--- src/pkg/asp_pkg.sv ---
// asp_pkg: constants, flag layout and state types for the async serial port
// assumes one peripheral clock domain; all users import asp_pkg::*
// Contract
// - one frac baud generator, 13-bit plus 5-bit
// - reaches 1 Mbps from 16 MHz clock
// - full duplex NRZ on separate pins
// - buffered word per direction, own enables
// - flags for buffer free and shifter done
// - flag when received word reaches buffer
// - overrun, parity, framing, noise error flags
// - multiple samples per bit, noise detect
// - flag active edge on receive pin
// - detect and flag line break
// - hardware parity generate and check
// - eight or nine data bits selectable
// - sleeping receiver wakes on idle or address
// - send 13-bit break, detect 11-bit break
// - transmit pin polarity invertible
// - baud fed by peripheral clock
// - receive activity flags asynchronous wake; code only sets F_EDGE through the mclk_in synchroniser
package asp_pkg;
    // -------------------------------------------------------------------
    // clock and widths
    // -------------------------------------------------------------------
    localparam int CLK_HZ = 10_000_000; // peripheral clock rate
    localparam int MOD_W = 13; // baud modulo counter width
    localparam int FRAC_W = 5; // baud fraction width
    localparam int DATA_W = 9; // widest character
    localparam int FLAG_W = 10; // number of status flags

    // -------------------------------------------------------------------
    // oversampling and break lengths
    // -------------------------------------------------------------------
    localparam logic [3:0] OS_LAST = 4'hF; // last of 16 ticks per bit
    localparam logic [3:0] SMP_FIRST = 4'h7; // first of three samples
    localparam logic [3:0] SMP_LAST = 4'h9; // last of three samples
    localparam logic [3:0] BRK_TX_BITS = 4'hD; // 13 bit times of space
    localparam logic [7:0] BRK_RX_TICKS = 8'hB0; // 11 bit times of 16 ticks
    localparam logic [3:0] BITS_8 = 4'h8; // short character
    localparam logic [3:0] BITS_9 = 4'h9; // long character

    // -------------------------------------------------------------------
    // flag vector layout
    // -------------------------------------------------------------------
    localparam int F_TXEMPTY = 0; // transmit buffer free
    localparam int F_TXDONE = 1; // shifter idle, nothing queued
    localparam int F_RXFULL = 2; // receive buffer holds a word
    localparam int F_OVERRUN = 3;
    localparam int F_PARITY = 4;
    localparam int F_FRAMING = 5;
    localparam int F_NOISE = 6;
    localparam int F_IDLE = 7;
    localparam int F_EDGE = 8;
    localparam int F_BREAK = 9;
    localparam logic [FLAG_W-1:0] FLAGS_RST = 10'h003; // both tx flags set
    localparam logic [FLAG_W-1:0] SW_CLR_MASK = 10'h382; // done, idle, edge, break
    localparam logic [FLAG_W-1:0] RD_CLR_MASK = 10'h07C; // full and errors

    // -------------------------------------------------------------------
    // state machines
    // -------------------------------------------------------------------
    typedef enum logic [0:0] {RX_IDLE = 1'b0, RX_BUSY = 1'b1} asp_rx_st_type;
    typedef enum logic [1:0] {TX_IDLE = 2'b00, TX_SHIFT = 2'b01, TX_BREAK = 2'b10}
        asp_tx_st_type;
endpackage

--- src/pkg/asp_baud_if.sv ---
// asp_baud_if: carries baud settings to the generator and its tick back
// assumes both ends sit on the same peripheral clock
`timescale 1ns/100ps
interface asp_baud_if;
    logic [12:0] modulo; // whole clocks per tick, 0 stops the generator
    logic [4:0] frac; // fraction of a clock per tick, in 32nds
    logic enable; // generator runs while set
    logic tick; // one-cycle pulse at 16x bit rate
    modport gen (input modulo, input frac, input enable, output tick);
    modport user (output modulo, output frac, output enable, input tick);
endinterface

--- src/core/asp_baud_gen.sv ---
// asp_baud_gen: fractional divider making the 16x oversampling tick
// assumes modulo and frac are held steady while the port runs
`timescale 1ns/100ps
module asp_baud_gen
    import asp_pkg::*;
(
    input wire logic mclk_in,
    input wire logic arst_n_in,
    asp_baud_if.gen bif
);
    // -------------------------------------------------------------------
    // state
    // -------------------------------------------------------------------
    typedef struct packed {
        logic [MOD_W-1:0] cnt; // clocks since last tick
        logic [FRAC_W-1:0] acc; // fractional accumulator
        logic ext; // stretch this period by one clock
        logic tick; // registered tick
    } asp_bg_st_type;

    asp_bg_st_type q, d;
    logic [FRAC_W:0] sum; // accumulator plus fraction with carry
    logic at_end; // period complete

    assign bif.tick = q.tick;

    // next-state: period is modulo clocks, plus one when the fraction carries
    always_comb
    begin
        d = q;
        d.tick = 1'b0;
        sum = {1'b0, q.acc} + {1'b0, bif.frac};
        at_end = ({1'b0, q.cnt} + 14'h0001) == ({1'b0, bif.modulo} + {13'h0000, q.ext});
        if (!bif.enable || bif.modulo == 13'h0000) // runs on peripheral clock
        begin
            d.cnt = '0;
            d.acc = '0;
            d.ext = 1'b0;
        end
        else if (at_end) // modulo 1 ticks every clock: 16 MHz gives 1 Mbps
        begin
            d.cnt = '0;
            d.tick = 1'b1;
            d.acc = sum[FRAC_W-1:0];
            d.ext = sum[FRAC_W]; // averaging spreads the fraction
        end
        else
        begin
            d.cnt = q.cnt + 13'h0001;
        end
    end

    // register the whole state
    always_ff @(posedge mclk_in or negedge arst_n_in)
    begin
        if (!arst_n_in)
        begin
            q <= '0;
        end
        else
        begin
            q <= d;
        end
    end
endmodule

--- src/core/asp_top.sv ---
// asp_top: full-duplex async serial port with shared fractional baud clock
// assumes rxd_in is asynchronous; all control ports are on mclk_in
`timescale 1ns/100ps
module asp_top
    import asp_pkg::*;
(
    input wire logic mclk_in,
    input wire logic arst_n_in,
    input wire logic rxd_in,
    output logic txd_out,
    input wire logic [MOD_W-1:0] baud_mod_in,
    input wire logic [FRAC_W-1:0] baud_frac_in,
    input wire logic tx_en_in,
    input wire logic rx_en_in,
    input wire logic nine_bit_in,
    input wire logic parity_en_in,
    input wire logic parity_odd_in,
    input wire logic tx_invert_in,
    input wire logic brk_detect_en_in,
    input wire logic send_break_in,
    input wire logic sleep_req_in,
    input wire logic wake_addr_in,
    input wire logic [DATA_W-1:0] tx_data_in,
    input wire logic tx_write_in,
    input wire logic rx_read_in,
    input wire logic [FLAG_W-1:0] flag_clr_in,
    input wire logic [FLAG_W-1:0] irq_en_in,
    output logic [DATA_W-1:0] rx_data_out,
    output logic [FLAG_W-1:0] flags_out,
    output logic rx_asleep_out,
    output logic irq_out
);
    // -------------------------------------------------------------------
    // state
    // -------------------------------------------------------------------
    typedef struct packed {
        logic s1; // synchroniser first stage
        logic s2; // synchronised receive line
        logic rx_prev; // previous line level for edges
        asp_rx_st_type rst; // receiver state
        logic [3:0] rph; // tick within bit
        logic [3:0] ridx; // bit within frame
        logic [2:0] smp; // three mid-bit samples
        logic noise; // disagreement seen in frame
        logic par_bad; // parity mismatch in frame
        logic [DATA_W-1:0] rsh; // receive shifter
        logic [DATA_W-1:0] rbuf; // receive buffer
        logic [7:0] low_cnt; // ticks of continuous space
        logic brk_seen; // break already flagged this run
        logic [7:0] idle_cnt; // ticks of continuous mark
        logic idle_arm; // idle may be flagged once
        logic asleep; // receiver waiting for wake
        asp_tx_st_type tst; // transmitter state
        logic [3:0] tph; // tick within bit
        logic [3:0] tidx; // bit within frame
        logic [11:0] tsh; // transmit shifter, lsb on line
        logic [DATA_W-1:0] tbuf; // transmit buffer
        logic brk_req; // break queued
        logic txpin; // pin level after polarity
        logic [FLAG_W-1:0] flags; // sticky status
        logic irq; // registered interrupt
    } asp_st_type;

    asp_st_type q, d;
    asp_baud_if bif ();
    logic [FLAG_W-1:0] set_v; // flags raised this cycle
    logic [FLAG_W-1:0] clr_v; // flags cleared this cycle
    logic [3:0] nd; // data bits per character
    logic [3:0] last_idx; // index of the stop bit
    logic [7:0] char_ticks; // ticks per character
    logic maj; // majority of samples
    logic dis; // samples disagree
    logic abit; // address-mark bit of received word
    logic take; // received word goes to buffer
    logic pbit; // transmit parity bit
    logic line; // unpolarised transmit level
    logic [11:0] fr; // transmit frame image
    logic [DATA_W-1:0] dmask; // data mask for 8 or 9 bits

    asp_baud_gen u_baud (
        .mclk_in(mclk_in),
        .arst_n_in(arst_n_in),
        .bif(bif)
    );

    assign bif.modulo = baud_mod_in;
    assign bif.frac = baud_frac_in;
    assign bif.enable = tx_en_in | rx_en_in;
    assign txd_out = q.txpin;
    assign rx_data_out = q.rbuf;
    assign flags_out = q.flags;
    assign rx_asleep_out = q.asleep;
    assign irq_out = q.irq;

    // -------------------------------------------------------------------
    // next-state logic
    // -------------------------------------------------------------------
    always_comb
    begin
        d = q;
        set_v = '0;
        clr_v = flag_clr_in & SW_CLR_MASK;
        nd = nine_bit_in ? BITS_9 : BITS_8;
        dmask = nine_bit_in ? 9'h1FF : 9'h0FF;
        last_idx = nd + {3'h0, parity_en_in} + 4'h1;
        char_ticks = {last_idx + 4'h1, 4'h0};
        maj = (q.smp[0] & q.smp[1]) | (q.smp[0] & q.smp[2]) | (q.smp[1] & q.smp[2]);
        dis = (|q.smp) & ~(&q.smp);
        abit = nine_bit_in ? q.rsh[8] : q.rsh[7];
        take = !q.asleep || (wake_addr_in && abit);
        pbit = (^q.tbuf) ^ parity_odd_in;
        // frame image from the buffer: stop high, parity, data, start low
        fr = {2'b11, q.tbuf, 1'b0};
        if (!nine_bit_in)
        begin
            fr[9] = 1'b1;
        end
        if (parity_en_in)
        begin
            fr[nd + 4'h1] = pbit;
        end
        line = 1'b1;

        // synchroniser; only the second stage is looked at
        d.s1 = rxd_in;
        d.s2 = q.s1;
        d.rx_prev = q.s2;

        // falling edge on the line; only flagged, it does not wake the receiver
        if (rx_en_in && q.rx_prev && !q.s2)
        begin
            set_v[F_EDGE] = 1'b1;
        end

        // sleep request; a wake later in this process overrides it
        if (sleep_req_in)
        begin
            d.asleep = 1'b1;
        end

        // break: count space ticks independently of framing
        if (bif.tick)
        begin
            if (q.s2)
            begin
                d.low_cnt = '0;
                d.brk_seen = 1'b0;
            end
            else if (q.low_cnt != 8'hFF)
            begin
                d.low_cnt = q.low_cnt + 8'h01;
            end
            if (!q.s2 && brk_detect_en_in && rx_en_in && !q.brk_seen
                && q.low_cnt == BRK_RX_TICKS - 8'h01)
            begin
                set_v[F_BREAK] = 1'b1;
                d.brk_seen = 1'b1;
            end
        end

        // idle: one character time of mark after activity
        if (bif.tick)
        begin
            if (!q.s2)
            begin
                d.idle_cnt = '0;
            end
            else if (q.idle_arm)
            begin
                if (q.idle_cnt == char_ticks - 8'h01)
                begin
                    d.idle_arm = 1'b0;
                    if (!q.asleep)
                    begin
                        set_v[F_IDLE] = 1'b1;
                    end
                    else if (!wake_addr_in)
                    begin
                        d.asleep = 1'b0; // idle-line wake
                    end
                end
                else
                begin
                    d.idle_cnt = q.idle_cnt + 8'h01;
                end
            end
        end

        // receiver, independent of the transmitter
        case (q.rst)
            RX_IDLE:
            begin
                if (rx_en_in && bif.tick && !q.s2) // start edge
                begin
                    d.rst = RX_BUSY;
                    d.rph = 4'h1;
                    d.ridx = '0;
                    d.noise = 1'b0;
                    d.par_bad = 1'b0;
                    d.idle_arm = 1'b1;
                    d.idle_cnt = '0;
                end
            end
            default:
            begin
                if (!rx_en_in)
                begin
                    d.rst = RX_IDLE;
                end
                else if (bif.tick)
                begin
                    d.rph = q.rph + 4'h1;
                    if (q.rph >= SMP_FIRST && q.rph <= SMP_LAST)
                    begin
                        d.smp = {q.smp[1:0], q.s2};
                    end
                    if (q.rph == OS_LAST)
                    begin
                        d.ridx = q.ridx + 4'h1;
                        d.noise = q.noise | dis;
                        if (q.ridx == 4'h0)
                        begin
                            // start bit not low at mid-bit: glitch, drop it
                            if (maj)
                            begin
                                d.rst = RX_IDLE;
                            end
                        end
                        else if (q.ridx <= nd)
                        begin
                            d.rsh[q.ridx - 4'h1] = maj; // lsb first
                        end
                        else if (q.ridx != last_idx)
                        begin
                            d.par_bad = maj != ((^(q.rsh & dmask)) ^ parity_odd_in);
                        end
                        else
                        begin
                            d.rst = RX_IDLE;
                            if (take)
                            begin
                                d.asleep = 1'b0;
                                if (q.flags[F_RXFULL])
                                begin
                                    set_v[F_OVERRUN] = 1'b1; // buffer kept
                                end
                                else
                                begin
                                    d.rbuf = q.rsh & dmask;
                                    set_v[F_RXFULL] = 1'b1;
                                    set_v[F_NOISE] = q.noise | dis;
                                    set_v[F_PARITY] = q.par_bad & parity_en_in;
                                    set_v[F_FRAMING] = ~maj;
                                end
                            end
                        end
                    end
                end
            end
        endcase

        // software reads of the receive buffer clear its full flag with its errors; rbuf keeps the word
        if (rx_read_in)
        begin
            clr_v = clr_v | RD_CLR_MASK;
        end

        // transmit buffer write, refused while the buffer is occupied
        if (tx_write_in && q.flags[F_TXEMPTY])
        begin
            d.tbuf = tx_data_in & dmask;
            clr_v[F_TXEMPTY] = 1'b1;
            clr_v[F_TXDONE] = 1'b1;
        end
        if (send_break_in)
        begin
            d.brk_req = 1'b1;
        end

        // transmitter
        case (q.tst)
            TX_IDLE:
            begin
                if (tx_en_in && q.brk_req)
                begin
                    d.tst = TX_BREAK;
                    d.tph = '0;
                    d.tidx = '0;
                    d.brk_req = 1'b0;
                end
                else if (tx_en_in && !q.flags[F_TXEMPTY])
                begin
                    d.tst = TX_SHIFT;
                    d.tph = '0;
                    d.tidx = '0;
                    set_v[F_TXEMPTY] = 1'b1; // buffer free again
                    // shifter reloads only here, so a queued word never cuts a frame
                    d.tsh = fr;
                end
            end
            TX_SHIFT:
            begin
                if (!tx_en_in)
                begin
                    d.tst = TX_IDLE;
                end
                else if (bif.tick)
                begin
                    d.tph = q.tph + 4'h1;
                    if (q.tph == OS_LAST)
                    begin
                        d.tsh = {1'b1, q.tsh[11:1]};
                        d.tidx = q.tidx + 4'h1;
                        if (q.tidx == last_idx)
                        begin
                            d.tst = TX_IDLE;
                            // a write taken in this very cycle keeps done low
                            set_v[F_TXDONE] = q.flags[F_TXEMPTY] & ~tx_write_in;
                        end
                    end
                end
            end
            default:
            begin
                if (!tx_en_in)
                begin
                    d.tst = TX_IDLE;
                end
                else if (bif.tick)
                begin
                    d.tph = q.tph + 4'h1;
                    if (q.tph == OS_LAST)
                    begin
                        d.tidx = q.tidx + 4'h1;
                        if (q.tidx == BRK_TX_BITS - 4'h1)
                        begin
                            d.tst = TX_IDLE;
                        end
                    end
                end
            end
        endcase

        // line level: mark when idle, space during break, else shifter
        if (d.tst == TX_SHIFT)
        begin
            line = d.tsh[0];
        end
        else if (d.tst == TX_BREAK)
        begin
            line = 1'b0;
        end
        d.txpin = line ^ tx_invert_in;

        // set wins over clear so no event is lost
        d.flags = (q.flags & ~clr_v) | set_v;
        d.irq = |(q.flags & irq_en_in);
    end

    // -------------------------------------------------------------------
    // state register
    // -------------------------------------------------------------------
    always_ff @(posedge mclk_in or negedge arst_n_in)
    begin
        if (!arst_n_in)
        begin
            q <= '0;
            q.s1 <= 1'b1;
            q.s2 <= 1'b1;
            q.rx_prev <= 1'b1;
            q.tsh <= '1;
            q.txpin <= 1'b1;
            q.flags <= FLAGS_RST;
        end
        else
        begin
            q <= d;
        end
    end
endmodule

--- config.mk ---
export PLATFORM = sky130hd
export DESIGN_NAME = asp_top
export DESIGN_NICKNAME = d
export VERILOG_FILES = /design/src/pkg/asp_pkg.sv /design/src/pkg/asp_baud_if.sv /design/src/core/asp_baud_gen.sv /design/src/core/asp_top.sv
export SDC_FILE = /design/constraint.sdc
export NUM_CORES = 1
export LEC_CHECK = 0
export BUFFER_PORTS_ARGS = -buffer_cell sky130_fd_sc_hd__buf_2
export CAP_MARGIN = 20
export CORE_UTILIZATION = 40
export CTS_CLUSTER_DIAMETER = 80
export DETAILED_ROUTE_END_ITERATION = 7
export REMOVE_ABC_BUFFERS = 1
export SYNTH_ARGS = -nofsm -noshare
export SYNTH_HDL_FRONTEND = slang
export SYNTH_SLANG_ARGS = --single-unit
--- constraint.sdc ---
create_clock -name mclk_in -period 2.9 [get_ports mclk_in]
set_clock_uncertainty 0.1 [all_clocks]
set_input_delay 0 -clock mclk_in [delete_from_list [all_inputs] [get_ports mclk_in]]
set_output_delay 0 -clock mclk_in [all_outputs]
set_load 0.05 [all_outputs]
==> metrics.yaml, run 1 <==
ys_types: 66
setup.worst_path.start: "u_baud.q[1]$_DFFE_PN0P_"
crit_type: "reg -> reg"
wl_per_cell_um: 14.46
place.detailed.hpwl_um: 10420
synth_edf_count: 0
finalWirelength_um: 14850
netlist_area_um2: 6728
worstSkewPairLatency_ps: 410
worstPathMaxFanout: 9
clkSinkCount: 118
clk_pin_slew_ps: 50
ant_nets: 0
slew_violations: 0
grt_max_degree: 67
hold_path_depth: 4
dieArea_um2: 17340
crit_arrival_ps: 2930
yosysTopAreaCellShare_pct: 37.20
drtIter0Drc: 342
ys_warn_count: 0
async_flop_share_pct: 100.0
power_frac_clock_pct: 41.7
switching_power_mw: 1.416
portBuffers: 77
met3_usage_pct: 3.858
p_total_mw: 5.213
fin_crit_ps: 2743
yosys.area.top_type: "dfrtp_1"
rrSetupSlack_ps: 160
finalHoldViolations: 0
ys_seq_area_share_pct: 44.23
critPathRequiredTime_ps: 3080
post-place-ws_ps: 99.11
endpoint_kind: "register"
grt_pass1_wl_um: 25060
hp-class: "in -> reg"
peakVddDrop_mv: 0.3995
slew_headroom_pct: 52.44
setup_viol: 0
fmax_ghz: 0.3645
worst_setup_path_start_kind: "register"
syn_to_final_growth_pct: 22.69
seqPwrFrac_pct: 39.8
syn_avg_cell_area_um2: 9.807
met2_usage_pct: 30.22
tns_ps: 0
cts_buffers: 17
initial_core_util_pct: 40.71
rsz0062_at_grt: "false"
core_um2: 16520
layout.nets: 881
vias: 5324
gr-usage-all-layers_pct: 17.80
die_h_um: 131.7
synthFlopType: "dfrtp_1"
worst_pin_slew_ps: 713.4
num_io_pins: 84
finalWorstSetupSlack_ps: 156.6
die_w_um: 131.7
grt_antenna_before_repair: 0
reg2reg_depth: 10
met1_usage_pct: 22.22
worstReg2RegStart: "u_baud.q[1]$_DFFE_PN0P_"
final_util_pct: 49.95
post_dp_cell_area_um2: 7212
h-tree-depth: 4
synth_area_leaders: "dfrtp_1 (37%), dfstp_2 (7.0%), xnor2_1 (6.4%)"
firstDrtPassIters: 6
combPwrFrac_pct: 18.4
rows: 47
grt_pass1_vias: 5342
switching_share_pct: 27.17
worstHoldEndpoint: "u_baud.q[3]$_DFFE_PN0P_"
drive_above_1_share_pct: 23.92
outcome: "finished clean"
cts_tree: "done"
cap_viol_max_count: 0
finalCritPeriodShare_pct: 94.60
synth_cells: 686
cts-root-buf: "clkbuf_16"
clk_path_buf_depth: 2
drt-vias-per-instance: 5.184
rr_endpoint: "u_baud.q[9]$_DFF_PN0_"
drc_errors: 0
antenna_cells: 0
ys_ff_latch: 118
top_usage_layer: "met2"
final_area_um2: 8254
hp-start: "baud_frac_in[1]"
place_congestion: 0.8457
p_leak_nw: 3.724
overflow: 0
powerDensity_nw_per_um2: 631.6
intPower_mw: 3.797
fillerInstances: 1466
metal layers:
layer  wire [um]  share of wire (%)
met1        6699                 45
met2        7616                 51
met3         372                2.5
met4         159                1.1
met5           0                  0
cells by family after synthesis:
kind of cell	count (synthesis)	share of synthesized area (%)
flip-flops	118	44.23
AO/OA/AOI/OAI	125	12.16
multiplexers	31	5.114
AND/OR/NAND/NOR	243	18.60
adder cells (fa/ha/maj)	26	4.910
XOR/XNOR	69	9.410
buffers and inverters	74	5.579
sequential cells by signal (all words and copies together), names as in the netlist, named ones only:
name and flops:
d 2, flags_out 10, irq_out 1, q 65, rx_asleep_out 1, rx_data_out 9, txd_out 1, u_baud.bif.tick 1
u_baud.q 19
worst max path at each step:
| stage | to | cells after the start |
|---|---|---|
| CTS | u_baud.q[3]$_DFFE_PN0P_ | 9 |
| global route | rx_data_out[3]$_DFFE_PN0P_ | 7 |
| floorplan | txd_out$_DFF_PN1_ | 7 |
| global placement | u_baud.q[2]$_DFFE_PN0P_ | 9 |
| finish | u_baud.q[9]$_DFF_PN0_ | 10 |
| detailed placement | u_baud.q[2]$_DFFE_PN0P_ | 9 |
final cells by class:
cell class                      instances  area (um^2)  share of cell area (%)
Clock buffer                           23        498.0                   6.033
Clock inverter                          9        122.6                   1.486
Sequential cell                       118         2975                   36.05
Multi-Input combinational cell        495         3391                   41.08
Timing Repair Buffer                  127        860.8                   10.43
Tap cell                              220        275.3                   3.335
Inverter                               35        131.4                   1.592
cell usage in the layout, fill, tap and decap left out, types with 4 or more instances in the layout:
master         instances
a21oi_1               17
clkinv_2               5
xor2_1                18
nor4_1                 6
and4_1                 5
dfstp_2               18
clkbuf_8               5
clkbuf_16             17
ha_1                  24
nor3_2                10
xnor2_1               49
dlygate4sd3_1         34
inv_1                 35
o21ai_0               43
nand4_1               18
nand2_1               88
buf_2                 76
nor2_1                36
or3_1                  4
and3_1                 7
mux2_2                27
a22oi_1               12
buf_4                 16
o21a_1                 4
mux2i_1                4
dfrtp_1              100
o22ai_1                5
nor3_1                14
nand2b_1               4
o31ai_1               10
a31oi_1                5
nand3_1               33
metrics by stage:
| step | instances | hold WS [ps] |
|---|---|---|
| floorplan | 647 | -395.6 |
| finish | 1027 | 10.22 |
| CTS | 1017 | 14.79 |
| global placement | 951 | -10.73 |
| detailed placement | 951 | 0.6906 |
| global route | 1027 | 49.51 |
power groups by stage:
stage          registers [mW]  logic, mW  clock network (mW)
2_1_floorplan            2.12      0.632                   0
3_3_place_gp             2.09      0.900                   0
3_5_place_dp             2.10      0.924                   0
4_1_cts                  2.08      0.967                2.23
5_1_grt                  2.11       1.06                2.30
6_report                 2.08      0.961                2.18
critical path, stage by stage (launching register included):
cell and delay [ps]:
dfrtp_1 340, ha_1 180, ha_1 210, nand3_1 180, o21a_1 250, o211a_1 240, nor4b_2 380, and3_4 280
and3_4 280, buf_4 150, nor3_2 30
Yosys cell counts (2+ instances only):
master	n
a211oi_1	3
a211oi_2	3
a21o_1	2
a21oi_1	17
a22o_1	2
a22oi_1	12
a31oi_1	5
and2_1	2
and3_1	7
and3_4	2
and4_1	5
buf_1	2
buf_2	2
buf_4	19
clkbuf_1	14
dfrtp_1	100
dfstp_2	18
ha_1	24
inv_1	35
mux2_2	27
mux2i_1	4
nand2_1	88
nand2b_1	4
nand3_1	33
nand3b_1	2
nand4_1	18
nor2_1	36
nor2b_1	3
nor3_1	14
nor3_2	10
nor3b_1	2
nor4_1	6
o211a_1	3
o211ai_1	3
o21a_1	4
o21ai_0	44
o22ai_1	5
o31ai_1	10
or3_1	4
xnor2_1	49
xor2_1	18
timing repair:
| item | in CTS | in global routing |
|---|---|---|
| gates resized for setup | 0 | 2 |
| setup endpoints to repair | 0 | 3 |
| endpoints found under the hold margin | 87 | 0 |
| buffers inserted | 0 | 9 |
| hold buffers | 34 | 0 |
No activity file was read; power rests on OpenSTA's default activity.
==> inputs of run 2 (changes only) <==
--- a/config.mk
+++ b/config.mk
@@ -5,6 +5,7 @@
 export SDC_FILE = /design/constraint.sdc
 export NUM_CORES = 1
 export LEC_CHECK = 0
+export ABC_AREA = 1
 export BUFFER_PORTS_ARGS = -buffer_cell sky130_fd_sc_hd__buf_2
 export CAP_MARGIN = 20
 export CORE_UTILIZATION = 40
==> run 2 against run 1 <==
  * Die area grew 7.2%
  * Power is 6.3% higher
  * Sequential share of layout area fell by 2.3 points
  * Worst setup slack improved by 82 ps
  * Clock power is 9.6% higher
  * Sequential cell count stayed put
  * Routed wire length is 16% higher
  * Count of clock-buffer cells in the layout is the same
  * Non-clock buffer count shrank 6
  * Global-route usage increased by 2.2 points
  * Cell area up 6.7%
  * Maximum frequency increased by 3.1%
==> metrics.yaml, run 2 <==
place_congestion: 0.8436
fin_crit_ps: 2661
powerDensity_nw_per_um2: 628.7
drc_errors: 0
synth_edf_count: 0
initial_core_util_pct: 41.32
crit_type: "reg -> reg"
finalHoldViolations: 0
crit_arrival_ps: 2840
cts_tree: "done"
layout_commonest_cell: "nand2_1"
dieArea_um2: 18590
netlist_top_cells_count: "nand2_1 (268), inv_1 (139), nor2_1 (101)"
grt_max_degree: 53
wl_per_cell_um: 12.94
final_cell_mix: "nand2_1 (268), inv_1 (139), nor2_1 (101)"
netlist_area_um2: 7221
slew_violations: 0
clkSinkCount: 118
post_cts_resized: 0
yosysTopAreaCellShare_pct: 34.66
critPathRequiredTime_ps: 3080
multiInputGateArea_um2: 3526
drt-vias-per-instance: 4.847
antenna_cells: 0
ys_types: 47
worstPathMaxFanout: 13
overflow: 0
hold_buffers: 37
vias: 6446
fmax_ghz: 0.3757
crit_path_max_incr_delay_ps: 400
path_cells: "ha_1 -> ha_1 -> nand3_2 -> nor2_2 -> nand2_1 -> nand2_1 -> nand2_1 -> nand2_1 -> nand3_1 -> nor2_1 -> nand3_4 -> nand2_2 -> nor2_1"
place.detailed.hpwl_um: 12870
clk_path_buf_depth: 2
peakVddDrop_mv: 0.4801
worst_setup_path_start_kind: "register"
whs_ps: 42.76
worstSkewPairLatency_ps: 420
ys_seq_area_share_pct: 41.21
tns_ps: 0
core_um2: 17480
drtIter0Drc: 312
setup_viol: 0
p_total_mw: 5.539
portBuffers: 77
synthFlopType: "dfrtp_1"
rows: 48
outcome: "finished clean"
fillerInstances: 1709
async_flop_share_pct: 100.0
cts_buffers: 17
worst_pin_slew_ps: 666.0
post-cts-setup-buffers: 0
die_h_um: 136.4
synth_area_leaders: "dfrtp_1 (35%), nand2_1 (14%), inv_1 (7.2%)"
cap_viol_max_count: 0
largest_register_ffs: 65
yosys.area.top_type: "dfrtp_1"
ys_ff_latch: 118
grt_pass1_wl_um: 28860
synth_cells: 978
clk_pin_slew_ps: 50
h-tree-depth: 4
num_io_pins: 84
syn_to_final_growth_pct: 22.02
slew_headroom_pct: 55.49
firstDrtPassIters: 4
endpoint_kind: "register"
grt_pass1_vias: 6033
grt_antenna_before_repair: 0
ys_warn_count: 0
rsz0062_at_grt: "false"
drive_above_1_share_pct: 14.48
cp_common_cell: "nand2_1"
finalWirelength_um: 17220
critPathSlowestCell: "dfrtp_1"
seqCellArea_um2: 2975
ant_nets: 0
gr-usage-all-layers_pct: 20.02
largest_register: "q"
p_leak_nw: 4.441
die_w_um: 136.4
finalCritPeriodShare_pct: 91.77
layout.nets: 1179
hp-class: "in -> reg"
cts-root-buf: "clkbuf_16"
syn_avg_cell_area_um2: 7.383
synth.most_common_cell: "nand2_1"
[run 2: cell count changes after synthesis, moves of 11 or more]
cell	before	now
nor2_1	36	101
a21oi_1	17	33
nor2_2	0	12
nand3_1	33	75
inv_1	35	139
clkbuf_1	14	3
mux2_2	27	1
a22oi_1	12	0
nand2_1	88	268
xnor2_1	49	13
[run 2: path summary, 6_finish.rpt]
kind	end	slack (ps)	cells past startpoint	from
worst min-delay path	q[31]$_DFFE_PN1P_	40	7	parity_odd_in
worst max-delay path	u_baud.q[15]$_DFF_PN0_	240	13	u_baud.q[1]$_DFFE_PN0P_
worst max register to register	u_baud.q[15]$_DFF_PN0_	240	13	u_baud.q[1]$_DFFE_PN0P_
worst min register to register	d[95]$_DFF_PN1_	250	0	d[96]$_DFF_PN1_
min in group asynchronous	asynchronous set/reset pin	60	2	arst_n_in
max in group asynchronous	d[95]$_DFF_PN1_	1850	3	arst_n_in
[run 2: kinds of logic (layout without fill, tap and decap cells)]
family / Yosys count / count (layout) / share of synthesized area, %
multiplexers: 1 / 1 / 0.1559
adder cells (fa/ha/maj): 25 / 25 / 4.436
AND/OR/NAND/NOR: 509 / 509 / 30.31
buffers and inverters: 169 / 296 / 9.963
AO/OA/AOI/OAI: 124 / 124 / 10.05
flip-flops: 118 / 118 / 41.21
XOR/XNOR: 32 / 32 / 3.881
[run 2: routing by layer]
metal / up-vias / track usage [%] / wire (um)
li1: 3364 / - / -
met1: 2991 / 26.65 / 8419
met2: 83 / 33.16 / 8266
met3: 8 / 4.288 / 412
met4: 0 / 4.444 / 117
met5: - / 0 / 0
[run 2: per-stage QoR]
stage               setup slack [ps]  cells  cell area [um^2]  util, %
global placement               385.4   1260              7765    44.43
CTS                            270.7   1329              8803    50.37
finish                         238.6   1330              8811    50.42
floorplan                      754.5    952              7038        -
detailed placement             298.0   1260              7765    44.43
global route                   62.42   1330              8811    50.42
[run 2: critical path, delay by kind of cell (launching register included)]
family	cells	cell delay [ps]
adder cells (fa/ha/maj)	2	570
flip-flops	1	400
AND/OR/NAND/NOR	11	1450
[run 2: layout make-up]
class / count / share of cell area, %
Tap cell: 225 / 3.195
Timing Repair Buffer: 121 / 9.344
Inverter: 143 / 6.092
Multi-Input combinational cell: 691 / 40.02
Clock inverter: 9 / 2.272
Clock buffer: 23 / 5.311
Sequential cell: 118 / 33.77
[run 2: power by group]
part           switching [mW]  internal (mW)  total [mW]
sequential              0.147           1.92        2.06
combinational           0.666          0.419        1.09
clock                   0.735           1.66        2.39
total                    1.55           3.99        5.54
